--- config.mk ---
export PLATFORM = sky130hd
export DESIGN_NAME = his_top
export DESIGN_NICKNAME = d
export VERILOG_FILES = /design/src/his_pkg.sv /design/src/his_top.sv
export SDC_FILE = /design/constraint.sdc
export NUM_CORES = 1
export LEC_CHECK = 0
export BUFFER_PORTS_ARGS = -buffer_cell sky130_fd_sc_hd__buf_4
export CAP_MARGIN = 25
export CELL_PAD_IN_SITES_DETAIL_PLACEMENT = 1
export CELL_PAD_IN_SITES_GLOBAL_PLACEMENT = 1
export CORE_MARGIN = 8
export CORE_UTILIZATION = 36
export CTS_BUF_LIST = sky130_fd_sc_hd__clkbuf_2 sky130_fd_sc_hd__clkbuf_4 sky130_fd_sc_hd__clkbuf_8
export DETAILED_ROUTE_END_ITERATION = 10
export PLACE_DENSITY_LB_ADDON = 0.08
export SYNTH_ARGS = -nofsm -noshare
export SYNTH_HDL_FRONTEND = slang
export SYNTH_SLANG_ARGS = --single-unit
export TNS_END_PERCENT = 30
--- constraint.sdc ---
create_clock -name i_ref_clk -period 10.9 [get_ports i_ref_clk]
set_input_delay 3.27 -clock i_ref_clk [delete_from_list [all_inputs] [get_ports i_ref_clk]]
set_output_delay 3.27 -clock i_ref_clk [all_outputs]
set_load 0.03 [all_outputs]
--- src/his_pkg.sv ---
// package: register map, field positions and carriers for the hub interrupt/status block
package his_pkg;
  localparam int unsigned ADDR_W = 12;
  // printed offsets are not multiples of four: kept as indices, byte address is index * 4
  localparam logic [7:0] IDX_FORWARDING_SYNC_STATUS = 8'h22;
  localparam logic [7:0] IDX_IRQ_CTL = 8'h23;
  localparam logic [7:0] IDX_IRQ_SUM = 8'h24;
  localparam logic [7:0] IDX_STAMP_CFG = 8'h25;
  localparam logic [7:0] IDX_FWD_CTL = 8'h30;
  localparam logic [7:0] IDX_EVT_STS = 8'h31;
  localparam logic [7:0] IDX_EVT_MASK = 8'h32;
  localparam logic [7:0] RST_IRQ_CTL = 8'h00;
  localparam logic [7:0] RST_STAMP_CFG = 8'h00;
  localparam logic [7:0] RST_FWD_CTL = 8'h00;
  localparam logic [7:0] RST_EVT_MASK = 8'h00;
  localparam int unsigned BIT_GLOBAL_EN = 7;
  localparam int unsigned BIT_SUMMARY = 7;
  localparam int unsigned BIT_TX0 = 4;
  localparam int unsigned BIT_SYNC_FAIL = 2;
  localparam int unsigned BIT_SYNCED = 0;
  localparam int unsigned BIT_EDGE = 6;
  localparam int unsigned LSB_RES = 4;
  localparam int unsigned BIT_EARLY = 3;
  localparam int unsigned BIT_FREE = 1;
  localparam int unsigned BIT_TRIG = 0;
  localparam logic [1:0] SYNC_FWD_OFF = 2'h0;
  // event status bits (own register)
  localparam int unsigned EVT_FAIL = 0;
  localparam int unsigned EVT_SYNC = 1;
  localparam int unsigned EVT_SUM = 2;
  localparam int unsigned EVT_W = 3;
  // resolution per count in ns
  localparam int unsigned RES0_NS = 40;
  localparam int unsigned RES1_NS = 80;
  localparam int unsigned RES2_NS = 160;
  localparam int unsigned RES3_NS = 1000;
  localparam int unsigned CLK_NS = 25;

  typedef enum logic [1:0] {
    HIS_IDLE,
    HIS_ACCESS
  } his_phase_t;

  typedef struct packed {
    logic psel;
    logic penable;
    logic pwrite;
    logic [ADDR_W-1:0] paddr;
    logic [31:0] pwdata;
  } his_apb_req_t;

  typedef struct packed {
    logic [31:0] prdata;
    logic pready;
    logic pslverr;
  } his_apb_rsp_t;

  typedef struct packed {
    logic edge_falling;
    logic [1:0] resolution;
    logic early_ready;
    logic free_run;
    logic frame_start;
  } his_stamp_t;

  // source-register read strobes from the rest of the device
  typedef struct packed {
    logic tx0_cause_read;
    logic [3:0] port_a_read;
    logic [3:0] port_b_read;
    logic [3:0] port_csi_read;
  } his_clr_t;

  typedef struct packed {
    his_phase_t phase;
    logic [7:0] irq_control;
    logic [7:0] stamp_config;
    logic [1:0] sync_fwd;
    logic frame_done;
    logic sync_fail;
    logic synced;
    logic [4:0] src_flag;
    logic summary;
    logic [EVT_W-1:0] evt_sts;
    logic [EVT_W-1:0] evt_mask;
    logic irq;
    logic ext_irq;
    logic [31:0] prdata;
    logic pready;
    logic pslverr;
    his_stamp_t stamp;
    logic [7:0] stamp_ns_cycles;
  } his_state_t;
endpackage

--- src/his_top.sv ---
// hub interrupt aggregation, forwarding sync status and timestamp config over apb
// Behaviour
// - sync failure flag sets on lost sync only after one synced frame forwarded
// - reading forwarding status clears failure flag; one means failure
// - synchronized bit follows engine, forced zero when synchronized forwarding is off
// - irq control bit 7 is global enable gating the host interrupt line
// - enables: bit 4 transmitter, bits 3..0 receive ports 3..0
// - summary bit 7 set when any enabled source flag is set, ignores global enable
// - transmitter flag sets on its interrupt, clears only on its cause register read
// - port flag clears on read of its two condition registers or csi register
// - frame sync edge select zero rising, one falling
// - two-bit resolution: 40, 80, 160 ns or 1.0 us per count
// - early ready bit makes ready as soon as all port stamps available
// - free run select zero frame sync mode, one free run mode
// - trigger select zero line start, one frame start
// - two-bit sync forwarding select, 00 disables, others select sync modes
//
// Decided for this implementation: the APB interface to the registers.
`timescale 1ns/10ps
module his_top #(
  parameter int unsigned NUM_PORTS = 4
) (
  input wire logic i_ref_clk,
  input wire logic i_rst,
  input wire his_pkg::his_apb_req_t i_apb,
  output his_pkg::his_apb_rsp_t o_apb,
  input wire logic i_frame_forwarded,
  input wire logic i_sync_lost,
  input wire logic i_engine_synced,
  input wire logic i_tx0_irq,
  input wire logic [NUM_PORTS-1:0] i_port_irq,
  input wire his_pkg::his_clr_t i_clr,
  output logic o_host_irq,
  output logic o_evt_irq,
  output logic [1:0] o_sync_forwarding_select,
  output his_pkg::his_stamp_t o_stamp,
  output logic [7:0] o_stamp_count_ns
);
  import his_pkg::*;

  initial begin
    if (NUM_PORTS != 4) begin
      $error("his_top supports exactly four receive ports");
    end
  end

  his_state_t st;
  his_state_t next_st;
  logic [7:0] idx;
  logic wr_en;
  logic rd_en;
  logic [4:0] enables;
  logic [4:0] clr_src;
  logic [7:0] forwarding_sync_status_val;
  logic [7:0] sum_val;
  logic [EVT_W-1:0] evt_set;

  always_comb begin
    next_st = st;
    idx = i_apb.paddr[ADDR_W-1:2] > 10'h0ff ? 8'hff : i_apb.paddr[9:2];
    wr_en = 1'b0;
    rd_en = 1'b0;
    enables = st.irq_control[4:0];
    forwarding_sync_status_val = 8'h00;
    forwarding_sync_status_val[BIT_SYNC_FAIL] = st.sync_fail;
    forwarding_sync_status_val[BIT_SYNCED] = st.synced;
    sum_val = {st.summary, 2'h0, st.src_flag};
    clr_src[BIT_TX0] = i_clr.tx0_cause_read;
    clr_src[3:0] = i_clr.port_a_read | i_clr.port_b_read | i_clr.port_csi_read;
    evt_set = '0;
    next_st.pready = 1'b0;
    next_st.pslverr = 1'b0;
    // apb: one wait state, answer two cycles after setup
    case (st.phase)
      HIS_IDLE: begin
        if (i_apb.psel && !i_apb.penable) begin
          next_st.phase = HIS_ACCESS;
        end
      end
      HIS_ACCESS: begin
        if (i_apb.psel && i_apb.penable && !st.pready) begin
          next_st.pready = 1'b1;
          wr_en = i_apb.pwrite;
          rd_en = !i_apb.pwrite;
          next_st.prdata = 32'h0000_0000;
          case (idx)
            IDX_FORWARDING_SYNC_STATUS: next_st.prdata[7:0] = forwarding_sync_status_val;
            IDX_IRQ_CTL: next_st.prdata[7:0] = st.irq_control;
            IDX_IRQ_SUM: next_st.prdata[7:0] = sum_val;
            IDX_STAMP_CFG: next_st.prdata[7:0] = st.stamp_config;
            IDX_FWD_CTL: next_st.prdata[7:0] = {6'h00, st.sync_fwd};
            IDX_EVT_STS: next_st.prdata[7:0] = {5'h00, st.evt_sts};
            IDX_EVT_MASK: next_st.prdata[7:0] = {5'h00, st.evt_mask};
            default: next_st.pslverr = 1'b1;
          endcase
        end
        if (st.pready) begin
          next_st.phase = HIS_IDLE;
        end
      end
      default: next_st.phase = HIS_IDLE;
    endcase
    // register writes, reserved bits held at zero
    if (wr_en && !next_st.pslverr) begin
      case (idx)
        IDX_IRQ_CTL: next_st.irq_control = i_apb.pwdata[7:0] & 8'h9f;
        IDX_STAMP_CFG: next_st.stamp_config = i_apb.pwdata[7:0] & 8'h7b;
        IDX_FWD_CTL: next_st.sync_fwd = i_apb.pwdata[1:0];
        IDX_EVT_MASK: next_st.evt_mask = i_apb.pwdata[EVT_W-1:0];
        default: next_st.sync_fwd = next_st.sync_fwd;
      endcase
    end
    // forwarding sync status
    if (next_st.sync_fwd == SYNC_FWD_OFF) begin
      next_st.frame_done = 1'b0;
      next_st.synced = 1'b0;
    end else begin
      next_st.synced = i_engine_synced;
      if (i_frame_forwarded) begin
        next_st.frame_done = 1'b1;
      end
    end
    // clear on read, a set in the same cycle wins
    if (rd_en && idx == IDX_FORWARDING_SYNC_STATUS) begin
      next_st.sync_fail = 1'b0;
    end
    if (st.sync_fwd != SYNC_FWD_OFF && st.frame_done && i_sync_lost) begin
      next_st.sync_fail = 1'b1;
      evt_set[EVT_FAIL] = !st.sync_fail;
    end
    // source flags: sticky, cleared only by their source register reads
    next_st.src_flag = (st.src_flag & ~clr_src) | {i_tx0_irq, i_port_irq};
    next_st.summary = |(next_st.src_flag & enables);
    next_st.ext_irq = next_st.irq_control[BIT_GLOBAL_EN] && next_st.summary;
    evt_set[EVT_SYNC] = next_st.synced && !st.synced;
    evt_set[EVT_SUM] = next_st.summary && !st.summary;
    if (rd_en && idx == IDX_EVT_STS) begin
      next_st.evt_sts = '0;
    end
    next_st.evt_sts = next_st.evt_sts | evt_set;
    next_st.irq = |(next_st.evt_sts & next_st.evt_mask);
    // timestamp configuration decode
    next_st.stamp.edge_falling = next_st.stamp_config[BIT_EDGE];
    next_st.stamp.resolution = next_st.stamp_config[LSB_RES +: 2];
    next_st.stamp.early_ready = next_st.stamp_config[BIT_EARLY];
    next_st.stamp.free_run = next_st.stamp_config[BIT_FREE];
    next_st.stamp.frame_start = next_st.stamp_config[BIT_TRIG];
    case (next_st.stamp.resolution)
      2'h0: next_st.stamp_ns_cycles = 8'(RES0_NS / CLK_NS);
      2'h1: next_st.stamp_ns_cycles = 8'(RES1_NS / CLK_NS);
      2'h2: next_st.stamp_ns_cycles = 8'(RES2_NS / CLK_NS);
      default: next_st.stamp_ns_cycles = 8'(RES3_NS / CLK_NS);
    endcase
  end

  always_ff @(posedge i_ref_clk) begin
    if (i_rst) begin
      st <= '0;
      st.phase <= HIS_IDLE;
      st.irq_control <= RST_IRQ_CTL;
      st.stamp_config <= RST_STAMP_CFG;
      st.sync_fwd <= RST_FWD_CTL[1:0];
      st.evt_mask <= RST_EVT_MASK[EVT_W-1:0];
      st.stamp_ns_cycles <= 8'(RES0_NS / CLK_NS);
    end else begin
      st <= next_st;
    end
  end

  always_comb begin
    o_apb.prdata = st.prdata;
    o_apb.pready = st.pready;
    o_apb.pslverr = st.pslverr;
    o_host_irq = st.ext_irq;
    o_evt_irq = st.irq;
    o_sync_forwarding_select = st.sync_fwd;
    o_stamp = st.stamp;
    o_stamp_count_ns = st.stamp_ns_cycles;
  end
endmodule

==> results of run 1 <==
-- critical path, stage by stage --
cell,delay (ps)
buf_4,110
or4b_4,600
nor2_1,190
nand3_2,260
nor3b_4,590
mux2i_1,450
inv_1,120
ha_1,200
or3_1,330
-- Yosys cell counts (4+ instances only) --
master | number | area, um^2
inv_1 | 6 | 22.5
a21oi_1 | 9 | 45.0
nand2_1 | 15 | 56.3
buf_4 | 51 | 383
o21ai_0 | 11 | 55.1
o211ai_1 | 5 | 37.5
clkbuf_1 | 9 | 33.8
dfxtp_1 | 46 | 921
nor4b_1 | 4 | 35.0
mux2_2 | 4 | 45.0
nand3_1 | 5 | 25.0
nor2_1 | 42 | 158
ha_1 | 4 | 50.1
mux2i_1 | 22 | 220
nor2b_1 | 4 | 25.0
nor3_1 | 4 | 20.0
-- sequential cells by signal, summed over array words and instances (netlist names) --
register / cells
st: 21
o_apb: 10
enables: 5
o_stamp_count_ns: 4
forwarding_sync_status_val: 2
o_sync_forwarding_select: 2
o_evt_irq: 1
o_host_irq: 1
-- cell families after synthesis --
group           after synthesis  synth area share (%)
simple gates                100                  22.5
buf+inv                      69                  18.3
flops                        46                  37.1
compound gates               36                  9.18
mux                          26                  10.7
fa+ha+maj                     4                  2.02
other cells                   1                 0.151
-- final cells by class --
class	count	area share, %
inverter	6	0.792
clock inverter	3	0.660
multi-input combinational	193	42.3
sequential	46	32.4
clock buffer	5	2.42
tap	80	3.52
timing repair buffer	68	17.9
-- per-layer routing --
| metal | GRT usage (%) | up-vias | routed length [um] |
|---|---|---|---|
| met1 | 15.9 | 910 | 2890 |
| met2 | 21.8 | 57 | 3020 |
| met4 | 3.19 | 0 | 34 |
| li1 | - | 957 | - |
| met3 | 3.66 | 2 | 351 |
| met5 | 0 | - | 0 |
-- final timing paths --
kind	from	depth (start not counted)	endpoint
worst max-delay path	i_apb[40]	9	o_stamp_count_ns[0]$_SDFF_PP1_
worst max register to register	o_apb[1]$_SDFF_PP0_	7	o_stamp_count_ns[0]$_SDFF_PP1_
worst min-delay path	o_apb[8]$_SDFFE_PP0P_	2	o_apb[8]$_SDFFE_PP0P_
worst min register to register	o_apb[8]$_SDFFE_PP0P_	2	o_apb[8]$_SDFFE_PP0P_
-- report_power, final --
group | switching [uW] | internal [uW]
combinational | 27.2 | 14.5
sequential | 0.961 | 170
clock | 60.2 | 45.2
total | 88.3 | 229
-- stage by stage --
step                hold slack (ps)  setup slack, ps  cell area (um^2)
detailed placement              449             4620              2760
global placement                442             4630              2760
finish                          459             4980              2850
floorplan                       432             5240              2580
CTS                             463             4950              2850
global route                    479             4850              2850
==> run summary, run 1 <==
crit path launch type: input pin
number of flops mapped to enable cells by yosys: 0
Final min period: 5920 ps
Pleak: 0.00122 uW
yosys warns: 0
routed vias/inst: 4.80
clock root buffer: clkbuf_8
post-synth cell types: 44
post-CTS setup buffer count: 0
Slew headroom: 60.0%
final setup TNS: 0 ps
top_reg_cell synth: dfxtp_1
Final Power: 318 uW
Total Routing Usage GR: 13.0%
ANT nets after route: 0
CTS sink cnt: 46
Crit Path Class: in2reg
Die Footprint: 9800 um^2
CTS tree: done
placed insts: 393
die width: 99.0 um
std cell rows: 30
Multi-input gate area: 1200 um^2
wire length of the first global-routing pass: 10,400 um
initial antenna violation count: 0
post-synthesis sequential area ratio: 37.1%
Initial Util: 36.9%
clock slew at reported path FFs: 90 ps
Die Y: 99.0 um
synthesized instance count: 282
Max Cap Violations: 0
Worst Max-Slew Pin Slew: 599 ps
Final Slew Violations: 0
peak supply drop: 0.0481 mV
total gr overflow: 0
Finished Layout Cells: 401
routed via count: 1,926
leading cell types in the layout, fill and taps excluded: buf_4, dfxtp_1, nor2_1, conb_1, mux2i_1
Max clock buf depth: 2
Max Freq: 169 MHz
Filler Cell Count: 808
Worst EP required: 11,090 ps
Clk Latency, worst-skew pair: 300 ps
synthesized area per cell: 8.80 um^2
routability cong.: 0.776
core area: 6720 um^2
Worst Hold Class: reg2reg
P&R area growth vs syn: 14.7%
largest net degree at the start of global routing: 45
Syn Std Cell Area: 2480 um^2
Async S/R FF share, synth: 0%
Final period util: 54.3%
Worst EP arrival: 6110 ps
drt first-iter violations: 61
register area: 921 um^2
Worst R2R Setup Slack: 8030 ps
ant diodes: 0
DP Wirelength: 4900 um
I/O pin cnt: 122
vias in the first global route: 2,109
Util after Layout: 42.3%
total iterations of the first detailed-routing run: 4
CP endpoint kind: flop
wirelength, routed: 6300 um
status: finished clean
Yosys reg bits: 46
crit-path max FO: 8
TritonCTS Buffers: 5
Worst Clk Skew: 9.07 ps
count of nets after finishing: 394
Cell Pwr Density: 112 nW/um^2
number of port buffers: 68
RSZ-0062 raised after global routing: false
Routed WL per cell: 15.7 um
Post-CTS Hold Fix Bufs: 0
most common cell after layout, fill and taps aside: buf_4
final hold viol count: 0
H-tree Lvls: 2
drc violations: 0
share of cells above drive strength 1: 27.4%
final setup vio count: 0
PostCTS Resize Cnt: 0
Power figures use the tool's default switching activity.
==> run 2: changes to the inputs <==
Settings changed: CORE_UTILIZATION 36 to 34.
Clock period 10.9 ns to 5.9 ns, I/O delays scaled along.
==> run 2 against run 1 <==
Net effect:
- via count is 0.42% lower
- wire length decreased by 0.54%
- setup slack worse by 3100 ps
- utilization fell by 1.9 points
- clock skew rose by 0.74 ps
- critical path depth up 1
- final area up 2.0%
- sequential share of layout area down 0.63 points
- die area up 4.9%
- critical path type unchanged
- highest routed layer unchanged
==> run summary, run 2 (synthesized netlist as in run 1, its figures left out) <==
status: finished clean
Filler Cell Count: 868 (+7.4%)
Combinational Power Share: 12.1% (-1.0 points)
total iterations of the first detailed-routing run: 4 (unchanged)
Cell Pwr Density: 217 nW/um^2 (+95%)
initial antenna violation count: 0 (unchanged)
largest net degree at the start of global routing: 45 (unchanged)
clock power share: 37.9% (+4.7 points)
Total Routing Usage GR: 12.1% (-0.91 points)
routed via count: 1,918 (-0.42%)
worst hold endpoint: o_apb[7]$_SDFFE_PP0P_
DP Wirelength: 4890 um (-0.28%)
Clk Latency, worst-skew pair: 300 ps (about the same)
Worst R2R Setup Slack: 3400 ps (-4630 ps)
crit-path cells: buf_4 -> or4b_4 -> nor2_1 -> nand3_2 -> nor3b_4 -> buf_4 -> mux2i_1 -> inv_1 -> ha_1 -> nor3b_1
Max clock buf depth: 2 (unchanged)
leading cell types in the layout, fill and taps excluded: buf_4, dfxtp_1, nor2_1, conb_1, mux2i_1
Worst EP arrival: 4290 ps (-1820 ps)
count of nets after finishing: 395 (+0.25%)
Pleak: 0.00123 uW (+1.3%)
r2r endpoint: o_stamp_count_ns[1]$_SDFF_PP0_
routed vias/inst: 4.56 (-5.1%)
Worst EP required: 6130 ps (-4960 ps)
CTS sink cnt: 46 (unchanged)
final setup TNS: 0 ps (unchanged)
CP max-delay cell: or4b_4
Finished Layout Cells: 421 (+5.0%)
drt first-iter violations: 73 (+20%)
crit path from: i_apb[40]
RSZ-0062 raised after global routing: false
core area: 7180 um^2 (+6.8%)
crit path launch type: input pin
slowest stage delay, CP: 600 ps (about the same)
largest reg by FF count: st
Final period util: 68.9%
P&R area growth vs syn: 16.9%
Final Slew Violations: 0 (unchanged)
Worst Hold Class: reg2reg
clock slew at reported path FFs: 100 ps (about the same)
wirelength, routed: 6260 um (-0.54%)
share of power burned in registers: 50.0% (-3.7 points)
Final min period: 4060 ps
Post-CTS Hold Fix Bufs: 0 (unchanged)
most common cell after layout, fill and taps aside: buf_4
Crit Path Class: in2reg
Max Freq: 246 MHz
die width: 101 um (+2.4%)
Worst Max-Slew Pin Slew: 537 ps (-62.5 ps)
CP endpoint kind: flop
final setup vio count: 0 (unchanged)
ant diodes: 0 (unchanged)
Hold Worst Slack: 457 ps (-1.95 ps)
std cell rows: 31 (+3.3%)
placed insts: 413 (+5.1%)
final hold viol count: 0 (unchanged)
clock root buffer: clkbuf_8
vias in the first global route: 2,009 (-4.7%)
routability cong.: 0.777 (about the same)
min-delay src: o_apb[7]$_SDFFE_PP0P_
post-CTS setup buffer count: 0 (unchanged)
wire length of the first global-routing pass: 9830 um (-5.4%)
share of cells above drive strength 1: 27.6% (+0.23 points)
H-tree Lvls: 2 (unchanged)
number of port buffers: 68 (unchanged)
CTS tree: done
drc violations: 0 (unchanged)
TritonCTS Buffers: 5 (unchanged)
Die Y: 101 um (+2.4%)
max FFs per register: 21 (unchanged)
I/O pin cnt: 122 (unchanged)
reg2reg start: o_apb[1]$_SDFF_PP0_
peak supply drop: 0.0951 mV (+98%)
ANT nets after route: 0 (unchanged)
hold depth: 2 (unchanged)
crit-path max FO: 8 (unchanged)
Die Footprint: 10,300 um^2 (+4.9%)
Worst Clk Skew: 9.81 ps (+0.735 ps)
total gr overflow: 0 (unchanged)
PostCTS Resize Cnt: 0 (unchanged)
Routed WL per cell: 14.9 um (-5.3%)
Max Cap Violations: 0 (unchanged)
Slew headroom: 64.0% (+3.9 points)
Initial Util: 34.6% (-2.4 points)
most used cell, CP: buf_4
sw frac: 25.9% (-1.9 points)
P_sw: 163 uW (+85%)
Pint: 467 uW (+100%)
r2r worst-path depth: 8 (+1)
==> run 2: through the flow <==
step                total power (uW)  utilization [%]  setup slack, ps  cell area, um^2
floorplan                        384                -             1740             2580
global placement                 398             38.9             1470             2790
detailed placement               399             38.9             1470             2790
CTS                              640             40.4             1790             2900
global route                     658             40.4             1640             2900
finish                           631             40.4             1840             2900
==> run 2: critical path, delay by kind of cell <==
family | cells | cell delay (ps)
fa+ha+maj | 1 | 220
buf+inv | 3 | 440
mux | 1 | 340
simple gates | 5 | 1520
==> run 2: routing by layer <==
metal / GRT usage, % / share of wire (%)
met4: 4.12 / 1.3
met3: 4.05 / 7.5
met1: 13.9 / 44
met2: 20.5 / 47
met5: 0 / 0
==> run 2: worst max-delay path by stage <==
stage	endpoint	slack, ps
2_1_floorplan	o_stamp_count_ns[0]$_SDFF_PP1_	1740
3_3_place_gp	o_stamp_count_ns[1]$_SDFF_PP0_	1470
3_5_place_dp	o_stamp_count_ns[3]$_SDFF_PP0_	1470
4_1_cts	o_stamp_count_ns[1]$_SDFF_PP0_	1790
5_1_grt	o_stamp_count_ns[0]$_SDFF_PP1_	1640
6_report	o_stamp_count_ns[1]$_SDFF_PP0_	1840
==> run 2: layout make-up <==
class,instances,area (um^2),area share [%]
multi-input combinational,193,1200,41.5
clock buffer,5,68.8,2.37
clock inverter,3,43.8,1.51
inverter,6,22.5,0.776
tap,99,124,4.27
sequential,46,921,31.7
timing repair buffer,69,518,17.9
==> run 2: power by group through the flow <==
stage | Sequential [uW] | Clock, uW | Combinational, uW
global route | 316 | 259 | 82.7
finish | 315 | 239 | 76.1
global placement | 323 | 0 | 75.8
floorplan | 322 | 0 | 61.9
CTS | 316 | 248 | 76.5
detailed placement | 323 | 0 | 76.4
